File: src/include/tpe_pkg.sv
package tpe_pkg;
  localparam int CLK_HZ     = 200_000_000;
  localparam int CYC_PER_US = CLK_HZ / 1_000_000;
  localparam int CYC_PER_MS = CLK_HZ / 1000;
  // Times as printed or chosen, in their own units
  localparam int MULTI_FRAME_MS  = 10;
  localparam int POS_PERIOD_MS   = 4;
  localparam int TAPE_PERIOD_MS  = 1;
  localparam int CODE_STEP_MS    = 250;
  localparam int CODE_PERIOD_MS  = 2000;
  localparam int MP_BASE_US      = 500;
  localparam int MP_GAP_US       = 500;
  localparam int MP_POS_STEP_US  = 10;
  localparam int MP_CODE_STEP_US = 500;
  // Derived cycle counts
  localparam int MULTI_FRAME_CYC  = MULTI_FRAME_MS * CYC_PER_MS;
  localparam int POS_PERIOD_CYC   = POS_PERIOD_MS * CYC_PER_MS;
  localparam int TAPE_PERIOD_CYC  = TAPE_PERIOD_MS * CYC_PER_MS;
  localparam int CODE_STEP_CYC    = CODE_STEP_MS * CYC_PER_MS;
  localparam int CODE_PERIOD_CYC  = CODE_PERIOD_MS * CYC_PER_MS;
  localparam int MP_BASE_CYC      = MP_BASE_US * CYC_PER_US;
  localparam int MP_GAP_CYC       = MP_GAP_US * CYC_PER_US;
  localparam int MP_POS_STEP_CYC  = MP_POS_STEP_US * CYC_PER_US;
  localparam int MP_CODE_STEP_CYC = MP_CODE_STEP_US * CYC_PER_US;
  localparam int HALF_WIDTH_MM    = 80;
  // Serial link
  localparam int          BAUD_DEFAULT = 115200;
  localparam logic [15:0] BAUD_DIV_RST = 16'((CLK_HZ + BAUD_DEFAULT / 2) / BAUD_DEFAULT);
  localparam logic [3:0]  UART_BITS    = 4'hA;
  localparam logic [7:0]  CMD_LEFT     = 8'h4C;
  localparam logic [7:0]  CMD_RIGHT    = 8'h52;
  // Analog levels in millivolts
  localparam int ANA_CENTER_MV    = 1500;
  localparam int ANA_FULL_MV      = 3000;
  localparam int ANA_CODE_STEP_MV = 400;
  // Register map
  localparam logic [7:0] ADDR_CTRL   = 8'h00;
  localparam logic [7:0] ADDR_BAUD   = 8'h04;
  localparam logic [7:0] ADDR_STATUS = 8'h08;
  localparam logic [7:0] ADDR_POS    = 8'h0C;
  localparam logic [4:0] CTRL_RST    = 5'h00;
  localparam int CTRL_PWM_LSB   = 0;
  localparam int CTRL_ANA_LSB   = 2;
  localparam int CTRL_PIN_BIT   = 4;
  localparam int CTRL_TRACK_BIT = 5;

  typedef enum logic [1:0] {PWM_MULTI, PWM_POSITION, PWM_TAPE, PWM_CODE} tpe_pwm_mode_t;
  typedef enum logic [1:0] {ANA_POSITION, ANA_TAPE, ANA_CODE, ANA_SPARE} tpe_ana_mode_t;

  typedef struct packed {
    logic               tape;
    logic               left_mark;
    logic               right_mark;
    logic               split;
    logic signed [15:0] left_mm;
    logic signed [15:0] right_mm;
  } tpe_sample_t;
endpackage

File: src/design/tpe_track_output_encoder.sv
// Overview of operation
// - PWM pin always driven, never tri-stated
// - Default mode sends multi-width pulse train
// - Position mode: 50% centre, 25%..75% ends
// - Position mode without tape gives 50%
// - Tape mode: high with tape, low without
// - Code mode: high time 250ms times code
// - Analog position 1.5V centre, 0..3V ends
// - Analog position without tape gives 1.5V
// - Analog tape mode: 3V present, 0V absent
// - Analog code mode: 0.4V times code
// - PWM and analog modes chosen independently
// - Receive pin as input selects track
// - Serial default 115200, 8N, no flow
// - Bit rate changes only with USB attached
// - Position is signed millimetres, zero centred
// - Keep separate left and right positions
// - Single track: left equals right
// - Forks and merges pass positions apart
// - Both positions sent over serial port
// - Track chosen by serial, USB, script
// - Multi-pulse frame repeats every 10ms
//
// Chosen here: the register offsets and register access over APB.
`timescale 1ns/1ps
`default_nettype none
module tpe_track_output_encoder import tpe_pkg::*; #(
  parameter int MULTI_FRAME  = MULTI_FRAME_CYC,
  parameter int POS_PERIOD   = POS_PERIOD_CYC,
  parameter int TAPE_PERIOD  = TAPE_PERIOD_CYC,
  parameter int CODE_STEP    = CODE_STEP_CYC,
  parameter int CODE_PERIOD  = CODE_PERIOD_CYC,
  parameter int MP_BASE      = MP_BASE_CYC,
  parameter int MP_GAP       = MP_GAP_CYC,
  parameter int MP_CODE_STEP = MP_CODE_STEP_CYC,
  parameter int MP_POS_STEP  = MP_POS_STEP_CYC
) (
  input  wire logic        clock,                // 200 MHz clock
  input  wire logic        rst,                  // Async reset
  input  wire logic        psel,                 // APB select
  input  wire logic        penable,              // APB enable
  input  wire logic        pwrite,               // APB write
  input  wire logic [7:0]  paddr,                // APB address
  input  wire logic [31:0] pwdata,               // APB write data
  output logic             pready,               // APB ready
  output logic [31:0]      prdata,               // APB read data
  output logic             pslverr,              // APB error
  input  wire tpe_sample_t sample_in,            // Track capture
  input  wire logic        sample_valid,         // Capture strobe
  input  wire logic        script_sel_valid,     // Script sets track
  input  wire logic        script_sel_right,     // Script track value
  input  wire logic        usb_attached,         // Config host on USB
  input  wire logic        serial_receive_line,  // Receive pin
  output logic             serial_transmit_line, // Transmit pin
  output logic             pwm_out,              // PWM pin
  output logic [11:0]      analog_level_mv       // DAC command, mV
);

  logic        rx_meta_q;
  logic        rx_pin_q;
  logic        usb_meta_q;
  logic        usb_q;
  tpe_sample_t smp_q;
  logic        new_smp_q;
  logic [4:0]  ctrl_q;
  logic [15:0] baud_q;
  logic        track_q;
  logic [2:0]  rep_cnt_q;
  logic [31:0] rep_buf_q;
  logic [31:0] pwm_cnt_q;
  logic [31:0] per_q;
  logic [31:0] a_q;
  logic [31:0] b_q;
  logic [31:0] c_q;
  logic [1:0]  pmode_q;

  tpe_pwm_mode_t      pmode;
  tpe_ana_mode_t      amode;
  logic               pin_cfg;
  logic               sel_right;
  logic [2:0]         code;
  logic signed [15:0] pos_sel;
  logic signed [15:0] raw_mm [2];
  logic signed [15:0] lim_mm [2];
  int                 pos_eff;
  logic [31:0]        nxt_per;
  logic [31:0]        nxt_a;
  logic [31:0]        nxt_b;
  logic [31:0]        nxt_c;
  logic [11:0]        ana_d;
  logic               wr_en;
  logic               rd_take;
  logic [31:0]        rd_data;
  logic               rd_hit;
  logic               rx_valid;
  logic [7:0]         rx_data;
  logic               tx_ready;
  logic               tx_valid;
  logic               rxd_eff;

  function automatic logic signed [15:0] clamp_mm(input logic signed [15:0] v);
    logic signed [15:0] lim;
    lim = 16'(HALF_WIDTH_MM);
    if (v > lim) begin
      return lim;
    end else if (v < -lim) begin
      return -lim;
    end
    return v;
  endfunction

  // Pin synchronisers
  always_ff @(posedge clock or posedge rst) begin
    if (rst) begin
      rx_meta_q <= 1'b1;
      rx_pin_q  <= 1'b1;
    end else begin
      rx_meta_q <= serial_receive_line;
      rx_pin_q  <= rx_meta_q;
    end
  end

  // Host-attached level, gates bit-rate writes and is shown in the status register
  always_ff @(posedge clock or posedge rst) begin
    if (rst) begin
      usb_meta_q <= 1'b0;
      usb_q      <= 1'b0;
    end else begin
      usb_meta_q <= usb_attached;
      usb_q      <= usb_meta_q;
    end
  end

  // Clamp per track; a single track copies left to right
  assign raw_mm[0] = sample_in.left_mm;
  assign raw_mm[1] = sample_in.split ? sample_in.right_mm : sample_in.left_mm;

  for (genvar t = 0; t < 2; t++) begin : g_clamp
    assign lim_mm[t] = clamp_mm(raw_mm[t]);
  end

  // Left and right positions, always both kept
  always_ff @(posedge clock or posedge rst) begin
    if (rst) begin
      smp_q <= '0;
    end else if (sample_valid) begin
      smp_q          <= sample_in;
      smp_q.left_mm  <= lim_mm[0];
      smp_q.right_mm <= lim_mm[1];
    end
  end

  // Flags the cycle after a capture, when smp_q holds it
  always_ff @(posedge clock or posedge rst) begin
    if (rst) begin
      new_smp_q <= 1'b0;
    end else begin
      new_smp_q <= sample_valid;
    end
  end

  assign pmode   = tpe_pwm_mode_t'(ctrl_q[CTRL_PWM_LSB +: 2]);
  assign amode   = tpe_ana_mode_t'(ctrl_q[CTRL_ANA_LSB +: 2]);
  assign pin_cfg = ctrl_q[CTRL_PIN_BIT];
  assign sel_right = pin_cfg ? rx_pin_q : track_q;
  assign code    = {smp_q.right_mark, smp_q.left_mark, smp_q.tape};
  assign pos_sel = sel_right ? smp_q.right_mm : smp_q.left_mm;
  // Without tape the PWM and analog outputs show the centre position; serial report and ADDR_POS keep smp_q
  assign pos_eff = smp_q.tape ? int'(pos_sel) : 0;

  // APB slave, one wait state
  // Read data is loaded in the wait cycle and shown with pready
  assign wr_en   = psel & penable & pwrite & pready;
  assign rd_take = psel & penable & ~pready;

  always_comb begin
    rd_data = 32'h0000_0000;
    rd_hit  = 1'b1;
    unique case (paddr)
      ADDR_CTRL:   rd_data = {26'h0, track_q, ctrl_q};
      ADDR_BAUD:   rd_data = {16'h0000, baud_q};
      ADDR_STATUS: rd_data = {27'h0, usb_q, sel_right, code};
      ADDR_POS:    rd_data = {smp_q.right_mm, smp_q.left_mm};
      default:     rd_hit  = 1'b0;
    endcase
  end

  always_ff @(posedge clock or posedge rst) begin
    if (rst) begin
      pready  <= 1'b0;
      prdata  <= 32'h0000_0000;
      pslverr <= 1'b0;
    end else begin
      pready  <= rd_take;
      pslverr <= rd_take & ~rd_hit;
      if (rd_take) begin
        prdata <= pwrite ? 32'h0000_0000 : rd_data;
      end
    end
  end

  always_ff @(posedge clock or posedge rst) begin
    if (rst) begin
      ctrl_q <= CTRL_RST;
    end else if (wr_en && paddr == ADDR_CTRL) begin
      ctrl_q <= pwdata[4:0];
    end
  end

  // Divisors below 16 refused: the receiver needs room for half-bit timing
  always_ff @(posedge clock or posedge rst) begin
    if (rst) begin
      baud_q <= BAUD_DIV_RST;
    end else if (wr_en && paddr == ADDR_BAUD && usb_q && pwdata[15:4] != 12'h000) begin
      baud_q <= pwdata[15:0];
    end
  end

  // Track choice: register, serial command, then script
  always_ff @(posedge clock or posedge rst) begin
    if (rst) begin
      track_q <= 1'b0;
    end else if (wr_en && paddr == ADDR_CTRL) begin
      track_q <= pwdata[CTRL_TRACK_BIT];
    end else if (rx_valid && rx_data == CMD_RIGHT) begin
      track_q <= 1'b1;
    end else if (rx_valid && rx_data == CMD_LEFT) begin
      track_q <= 1'b0;
    end else if (script_sel_valid) begin
      track_q <= script_sel_right;
    end
  end

  // Receive pin doubles as the track-select input
  // Receiver then sees an idle line, so no false start bit
  assign rxd_eff = pin_cfg ? 1'b1 : rx_pin_q;

  tpe_uart_rx u_rx (
    .clock (clock),
    .rst   (rst),
    .div   (baud_q),
    .rxd   (rxd_eff),
    .valid (rx_valid),
    .data  (rx_data)
  );

  // Position report: left lo, left hi, right lo, right hi
  // Captures that arrive during a report are dropped, not queued
  assign tx_valid = rep_cnt_q != 3'h0;

  always_ff @(posedge clock or posedge rst) begin
    if (rst) begin
      rep_cnt_q <= 3'h0;
      rep_buf_q <= 32'h0000_0000;
    end else if (new_smp_q && rep_cnt_q == 3'h0) begin
      rep_cnt_q <= 3'h4;
      rep_buf_q <= {smp_q.right_mm, smp_q.left_mm};
    end else if (tx_valid && tx_ready) begin
      rep_cnt_q <= rep_cnt_q - 3'h1;
      rep_buf_q <= {8'h00, rep_buf_q[31:8]};
    end
  end

  // Line idles high after reset and between bytes
  tpe_uart_tx u_tx (
    .clock (clock),
    .rst   (rst),
    .div   (baud_q),
    .valid (tx_valid),
    .data  (rep_buf_q[7:0]),
    .ready (tx_ready),
    .txd   (serial_transmit_line)
  );

  // Next PWM period and edges, taken at each period start
  // Multi-pulse frame must outlast the code pulse; defaults leave margin
  always_comb begin
    nxt_per = 32'(MULTI_FRAME);
    nxt_a   = 32'h0000_0000;
    nxt_b   = 32'h0000_0000;
    nxt_c   = 32'h0000_0000;
    unique case (pmode)
      PWM_MULTI: begin
        nxt_per = 32'(MULTI_FRAME);
        nxt_a   = 32'(MP_BASE + (pos_eff + HALF_WIDTH_MM) * MP_POS_STEP);
        nxt_b   = 32'(int'(nxt_a) + MP_GAP);
        nxt_c   = 32'(int'(nxt_b) + MP_BASE + int'(code) * MP_CODE_STEP);
      end
      PWM_POSITION: begin
        nxt_per = 32'(POS_PERIOD);
        nxt_a   = 32'(POS_PERIOD / 2 + (pos_eff * (POS_PERIOD / 4)) / HALF_WIDTH_MM);
      end
      PWM_TAPE: begin
        nxt_per = 32'(TAPE_PERIOD);
        nxt_a   = smp_q.tape ? 32'(TAPE_PERIOD) : 32'h0000_0000;
      end
      PWM_CODE: begin
        nxt_per = 32'(CODE_PERIOD);
        nxt_a   = 32'(int'(code) * CODE_STEP);
      end
    endcase
  end

  // Edges change only at a period start; a mode change starts a new period at once and can cut a pulse short
  always_ff @(posedge clock or posedge rst) begin
    if (rst) begin
      pwm_cnt_q <= 32'h0000_0000;
      per_q     <= 32'(MULTI_FRAME);
      a_q       <= 32'h0000_0000;
      b_q       <= 32'h0000_0000;
      c_q       <= 32'h0000_0000;
      pmode_q   <= 2'h0;
    end else if (pwm_cnt_q >= per_q - 32'h1 || pmode_q != pmode) begin
      pwm_cnt_q <= 32'h0000_0000;
      per_q     <= nxt_per;
      a_q       <= nxt_a;
      b_q       <= nxt_b;
      c_q       <= nxt_c;
      pmode_q   <= pmode;
    end else begin
      pwm_cnt_q <= pwm_cnt_q + 32'h1;
    end
  end

  always_ff @(posedge clock or posedge rst) begin
    if (rst) begin
      pwm_out <= 1'b0;
    end else begin
      pwm_out <= (pwm_cnt_q < a_q) || (pwm_cnt_q >= b_q && pwm_cnt_q < c_q);
    end
  end

  // Analog level command
  // Position scales 1500 mV per 80 mm either side of centre
  always_comb begin
    unique case (amode)
      ANA_TAPE: ana_d = smp_q.tape ? 12'(ANA_FULL_MV) : 12'h000;
      ANA_CODE: ana_d = 12'(int'(code) * ANA_CODE_STEP_MV);
      default:  ana_d = 12'(ANA_CENTER_MV + (pos_eff * ANA_CENTER_MV) / HALF_WIDTH_MM);
    endcase
  end

  always_ff @(posedge clock or posedge rst) begin
    if (rst) begin
      analog_level_mv <= 12'(ANA_CENTER_MV);
    end else begin
      analog_level_mv <= ana_d;
    end
  end
endmodule
`default_nettype wire

File: src/design/tpe_uart_tx.sv
`timescale 1ns/1ps
`default_nettype none
module tpe_uart_tx import tpe_pkg::*; (
  input  wire logic        clock, // System clock
  input  wire logic        rst,   // Async reset
  input  wire logic [15:0] div,   // Cycles per bit
  input  wire logic        valid, // Byte offered
  input  wire logic [7:0]  data,  // Byte
  output logic             ready, // Idle
  output logic             txd    // Line
);
  logic        busy_q;
  logic [15:0] cnt_q;
  logic [3:0]  bit_q;
  logic [8:0]  sh_q;

  assign ready = ~busy_q;

  always_ff @(posedge clock or posedge rst) begin
    if (rst) begin
      busy_q <= 1'b0;
      cnt_q  <= 16'h0000;
      bit_q  <= 4'h0;
      sh_q   <= 9'h1FF;
      txd    <= 1'b1;
    end else if (!busy_q) begin
      if (valid) begin
        busy_q <= 1'b1;
        cnt_q  <= 16'h0000;
        bit_q  <= 4'h0;
        sh_q   <= {1'b1, data};
        txd    <= 1'b0;
      end
    end else if (cnt_q == div - 16'h0001) begin
      cnt_q <= 16'h0000;
      if (bit_q == UART_BITS - 4'h1) begin
        busy_q <= 1'b0;
      end else begin
        txd   <= sh_q[0];
        sh_q  <= {1'b1, sh_q[8:1]};
        bit_q <= bit_q + 4'h1;
      end
    end else begin
      cnt_q <= cnt_q + 16'h0001;
    end
  end
endmodule
`default_nettype wire

File: src/design/tpe_uart_rx.sv
`timescale 1ns/1ps
`default_nettype none
module tpe_uart_rx import tpe_pkg::*; (
  input  wire logic        clock, // System clock
  input  wire logic        rst,   // Async reset
  input  wire logic [15:0] div,   // Cycles per bit
  input  wire logic        rxd,   // Synchronised line
  output logic             valid, // Byte pulse
  output logic [7:0]       data   // Byte
);
  logic        busy_q;
  logic [15:0] cnt_q;
  logic [3:0]  bit_q;

  always_ff @(posedge clock or posedge rst) begin
    if (rst) begin
      busy_q <= 1'b0;
      cnt_q  <= 16'h0000;
      bit_q  <= 4'h0;
      data   <= 8'h00;
      valid  <= 1'b0;
    end else begin
      valid <= 1'b0;
      if (!busy_q) begin
        if (!rxd) begin
          busy_q <= 1'b1;
          cnt_q  <= div >> 1;
          bit_q  <= 4'h0;
        end
      end else if (cnt_q != 16'h0000) begin
        cnt_q <= cnt_q - 16'h0001;
      end else begin
        cnt_q <= div - 16'h0001;
        bit_q <= bit_q + 4'h1;
        if (bit_q == 4'h0) begin
          busy_q <= ~rxd;
        end else if (bit_q < UART_BITS - 4'h1) begin
          data <= {rxd, data[7:1]};
        end else begin
          // Framing error drops the byte
          valid  <= rxd;
          busy_q <= 1'b0;
        end
      end
    end
  end
endmodule
`default_nettype wire

File: config.mk
export PLATFORM = sky130hd
export DESIGN_NAME = tpe_track_output_encoder
export DESIGN_NICKNAME = d
export VERILOG_FILES = /design/src/include/tpe_pkg.sv /design/src/design/tpe_track_output_encoder.sv /design/src/design/tpe_uart_tx.sv /design/src/design/tpe_uart_rx.sv
export SDC_FILE = /design/constraint.sdc
export NUM_CORES = 2
export LEC_CHECK = 0
export ABC_AREA = 0
export BUFFER_PORTS_ARGS = -buffer_cell sky130_fd_sc_hd__buf_2
export CORE_MARGIN = 4
export CORE_UTILIZATION = 60
export CTS_CLUSTER_DIAMETER = 50
export CTS_CLUSTER_SIZE = 40
export DETAILED_ROUTE_END_ITERATION = 6
export GPL_TIMING_DRIVEN = 0
export PLACE_DENSITY = 0.79
export SLEW_MARGIN = 10
export SYNTH_ARGS = -nofsm -noshare
export SYNTH_HDL_FRONTEND = slang
export SYNTH_SLANG_ARGS = --single-unit
export TNS_END_PERCENT = 100
File: constraint.sdc
create_clock -name clock -period 29.8 [get_ports clock]
set_clock_uncertainty 0.05 [all_clocks]
set_input_delay 5.96 -clock clock [delete_from_list [all_inputs] [get_ports clock]]
set_output_delay 5.96 -clock clock [all_outputs]
set_load 0.005 [all_outputs]
==> flow_metrics.tcl <==
set metrics [dict create \
    clockBufferDepth 3 \
    ys_types 207 \
    grt_pass1_vias 56900 \
    fin_ws_ps 409 \
    syn-instance-count 7332 \
    yosys_warnings 0 \
    seqCellArea_um2 8420 \
    slew_viol_final 0 \
    clockRootBuffer "clkbuf_16" \
    fin_util 0.697 \
    num_vias 61500 \
    critPathKind "flip-flop to flip-flop" \
    syn-mean-instance-area_um2 8.10 \
    viasPerCell 6.81 \
    outcome "finished, violations left" \
    relSlewSlack 0.168 \
    die_y_um 323 \
    fin_cells 9030 \
    drv_cap 0 \
    port_buffers 114 \
    layout-drive-gt1-share 0.205 \
    dp_hpwl_um 153000 \
    placed_cell_area_um2 61700 \
    routed_wl_um 203000 \
    cpMostUsedCell "buf_4" \
    drt-pass1-iter-count 7 \
    layout_min_cycle_time_ps 29390 \
    setup-violations-final 0 \
    core_um2 98300 \
    antenna_left 0 \
    place_inst 8741 \
    nFillCells 7733 \
    multi_input_area_um2 50800 \
    n_antenna_cell 0 \
    syn_area_um2 59400 \
    drtIter0Drc 6961 \
    finalHoldViolCount 0 \
    ys_ff_latch 335 \
    synth_top_area_frac 0.129 \
    hold_path_class "flip-flop to flip-flop" \
    area_growth_pct 15.3 \
    grt_max_degree 123 \
    antenna_found_initial 2 \
    gp_routability_congestion 0.999 \
    finalCritPeriodShare 0.986 \
    slowest_stage "fa_1" \
    ys_top_cells_by_area "dfrtp_1 13%, ha_1 8.4%, fa_1 7.1%, xnor2_1 6.9%, nand2_1 4.1%" \
    worstMarginPinSlew_ps 1240 \
    final_cell_area_um2 68500 \
    start_util 0.604 \
    cts.htree.levels 1 \
    end_kind "flip-flop" \
    worstPathArrival_ps 29850 \
    mostFrequentLayoutCell "nand2_1" \
    dp_slack_ps -4430 \
    violations "design-rule violations" \
    drc_errors 3 \
    ys_seq_area_frac 0.142 \
    r2r-start "ctrl_q[4]" \
    cts_buffers 27 \
    final_cell_mix "637 x nand2_1, 556 x nor2_1, 505 x inv_1, 422 x xnor2_1, 380 x ha_1" \
    synth_edf_count 0 \
    wl_per_cell_um 22.5 \
    synth_flop_cell "dfrtp_1" \
    die_width_um 323 \
    cts_tree "yes" \
    synthArstFlopShare 1.00 \
    required_ps 30260 \
    crit_path_max_incr_delay_ps 620 \
    critPathLaunchType "flip-flop" \
    final_nets 8418 \
    core.rowCount 115 \
    yosysTopAreaCell "dfrtp_1" \
    grt_pass1_wl_um 309000 \
    cts.sinks 335 \
    startpoint "ctrl_q[4]" \
    grt.total_usage 0.362 \
    fmax_mhz 34.0 \
    min_from "rx_meta_q" \
    crit_fanout 10 \
    grt.overflow.total 0 \
    dieArea_um2 104000 \
    clk_pin_slew_worst_paths_ps 90 \
    io_pins 134 \
    worstSkewPairLatency_ps 610 \
]
==> layer usage <==
metal  share of wire  GRT usage
met3           0.095     0.0555
met4           0.050      0.144
met2            0.45      0.572
met5        0.000044          0
met1            0.41      0.498
==> layout make-up <==
class / count / share of cell area
clock buffer: 29 / 0.0101
timing repair buffer: 369 / 0.0388
clock inverter: 20 / 0.00373
multi-input combinational: 6176 / 0.743
buffer: 292 / 0.0291
tap: 1287 / 0.0235
sequential: 335 / 0.123
inverter: 522 / 0.0292
==> cells in the mapped netlist (all sizes together), types with 94 or more instances <==
cell / n
nand2: 657
nor2: 577
inv: 518
o21ai: 497
xnor2: 497
ha: 398
a21oi: 376
dfrtp: 307
nand3: 258
nor3: 237
fa: 211
clkbuf: 201
xor2: 191
a31oi: 114
a211oi: 105
nand4: 104
nor4: 102
and3: 99
buf: 98
mux2i: 98
o211ai: 97
or3: 95
and2: 94
==> metrics by stage <==
stage	hold slack, ps	TNS (ps)
finish	311	0
global route	315	-6570
CTS	313	0
detailed placement	296	-156060
global placement	288	-180180
floorplan	281	0
==> path summary, 6_finish.rpt <==
path	slack [ps]	depth (start not counted)	to
setup / recovery	410	113	a_q[18]
hold / removal	310	0	rx_pin_q
max in group asynchronous	23170	3	analog_level_mv[0]
hold reg to reg	310	0	rx_pin_q
min in group asynchronous	5450	2	u_rx.cnt_q[0]
setup reg to reg	410	113	a_q[18]
==> registers in the layout, summed over array words and instances (netlist names), 10 cells and up <==
| register | cells |
|---|---|
| rep_buf_q | 32 |
| smp_q | 32 |
| c_q | 28 |
| b_q | 27 |
| per_q | 10 |
| analog_level_mv | 12 |
| u_tx.cnt_q | 16 |
| prdata | 32 |
| u_rx.cnt_q | 16 |
| baud_q | 16 |
| a_q | 32 |
| pwm_cnt_q | 32 |
==> cells by family after synthesis <==
group                      Yosys count  synth area share
and+or+nand+nor                   2609             0.233
other                                2          0.000127
buffers and inverters              824            0.0658
muxes                              167            0.0313
xor gates and xnor gates           689             0.107
AOI/OAI and AO/OA                 2091             0.265
DFF                                335             0.142
adders and majority gates          615             0.156
==> critical path, delay by kind of cell, from the launching register on <==
kind,cells,cell delay [ps]
compound gates,42,10390
xor+xnor,9,2540
fa+ha+maj,8,3140
buf+inv,21,3620
flops,1,350
mux,6,1720
simple gates,27,7380
==> repair_timing <==
| item | CTS | global route |
|---|---|---|
| pin swaps | 52 | 156 |
| setup endpoints to repair | 44 | 39 |
| cloned | 0 | 2 |
| hold buffers | 0 | 0 |
| gates resized for setup | 251 | 430 |
| endpoints found under the hold margin | 0 | 0 |
| buffers inserted | 70 | 178 |
Power is left out: the tool's default activity adds up to more than one toggle a clock period on the data nets, which glitch-free logic cannot reach.
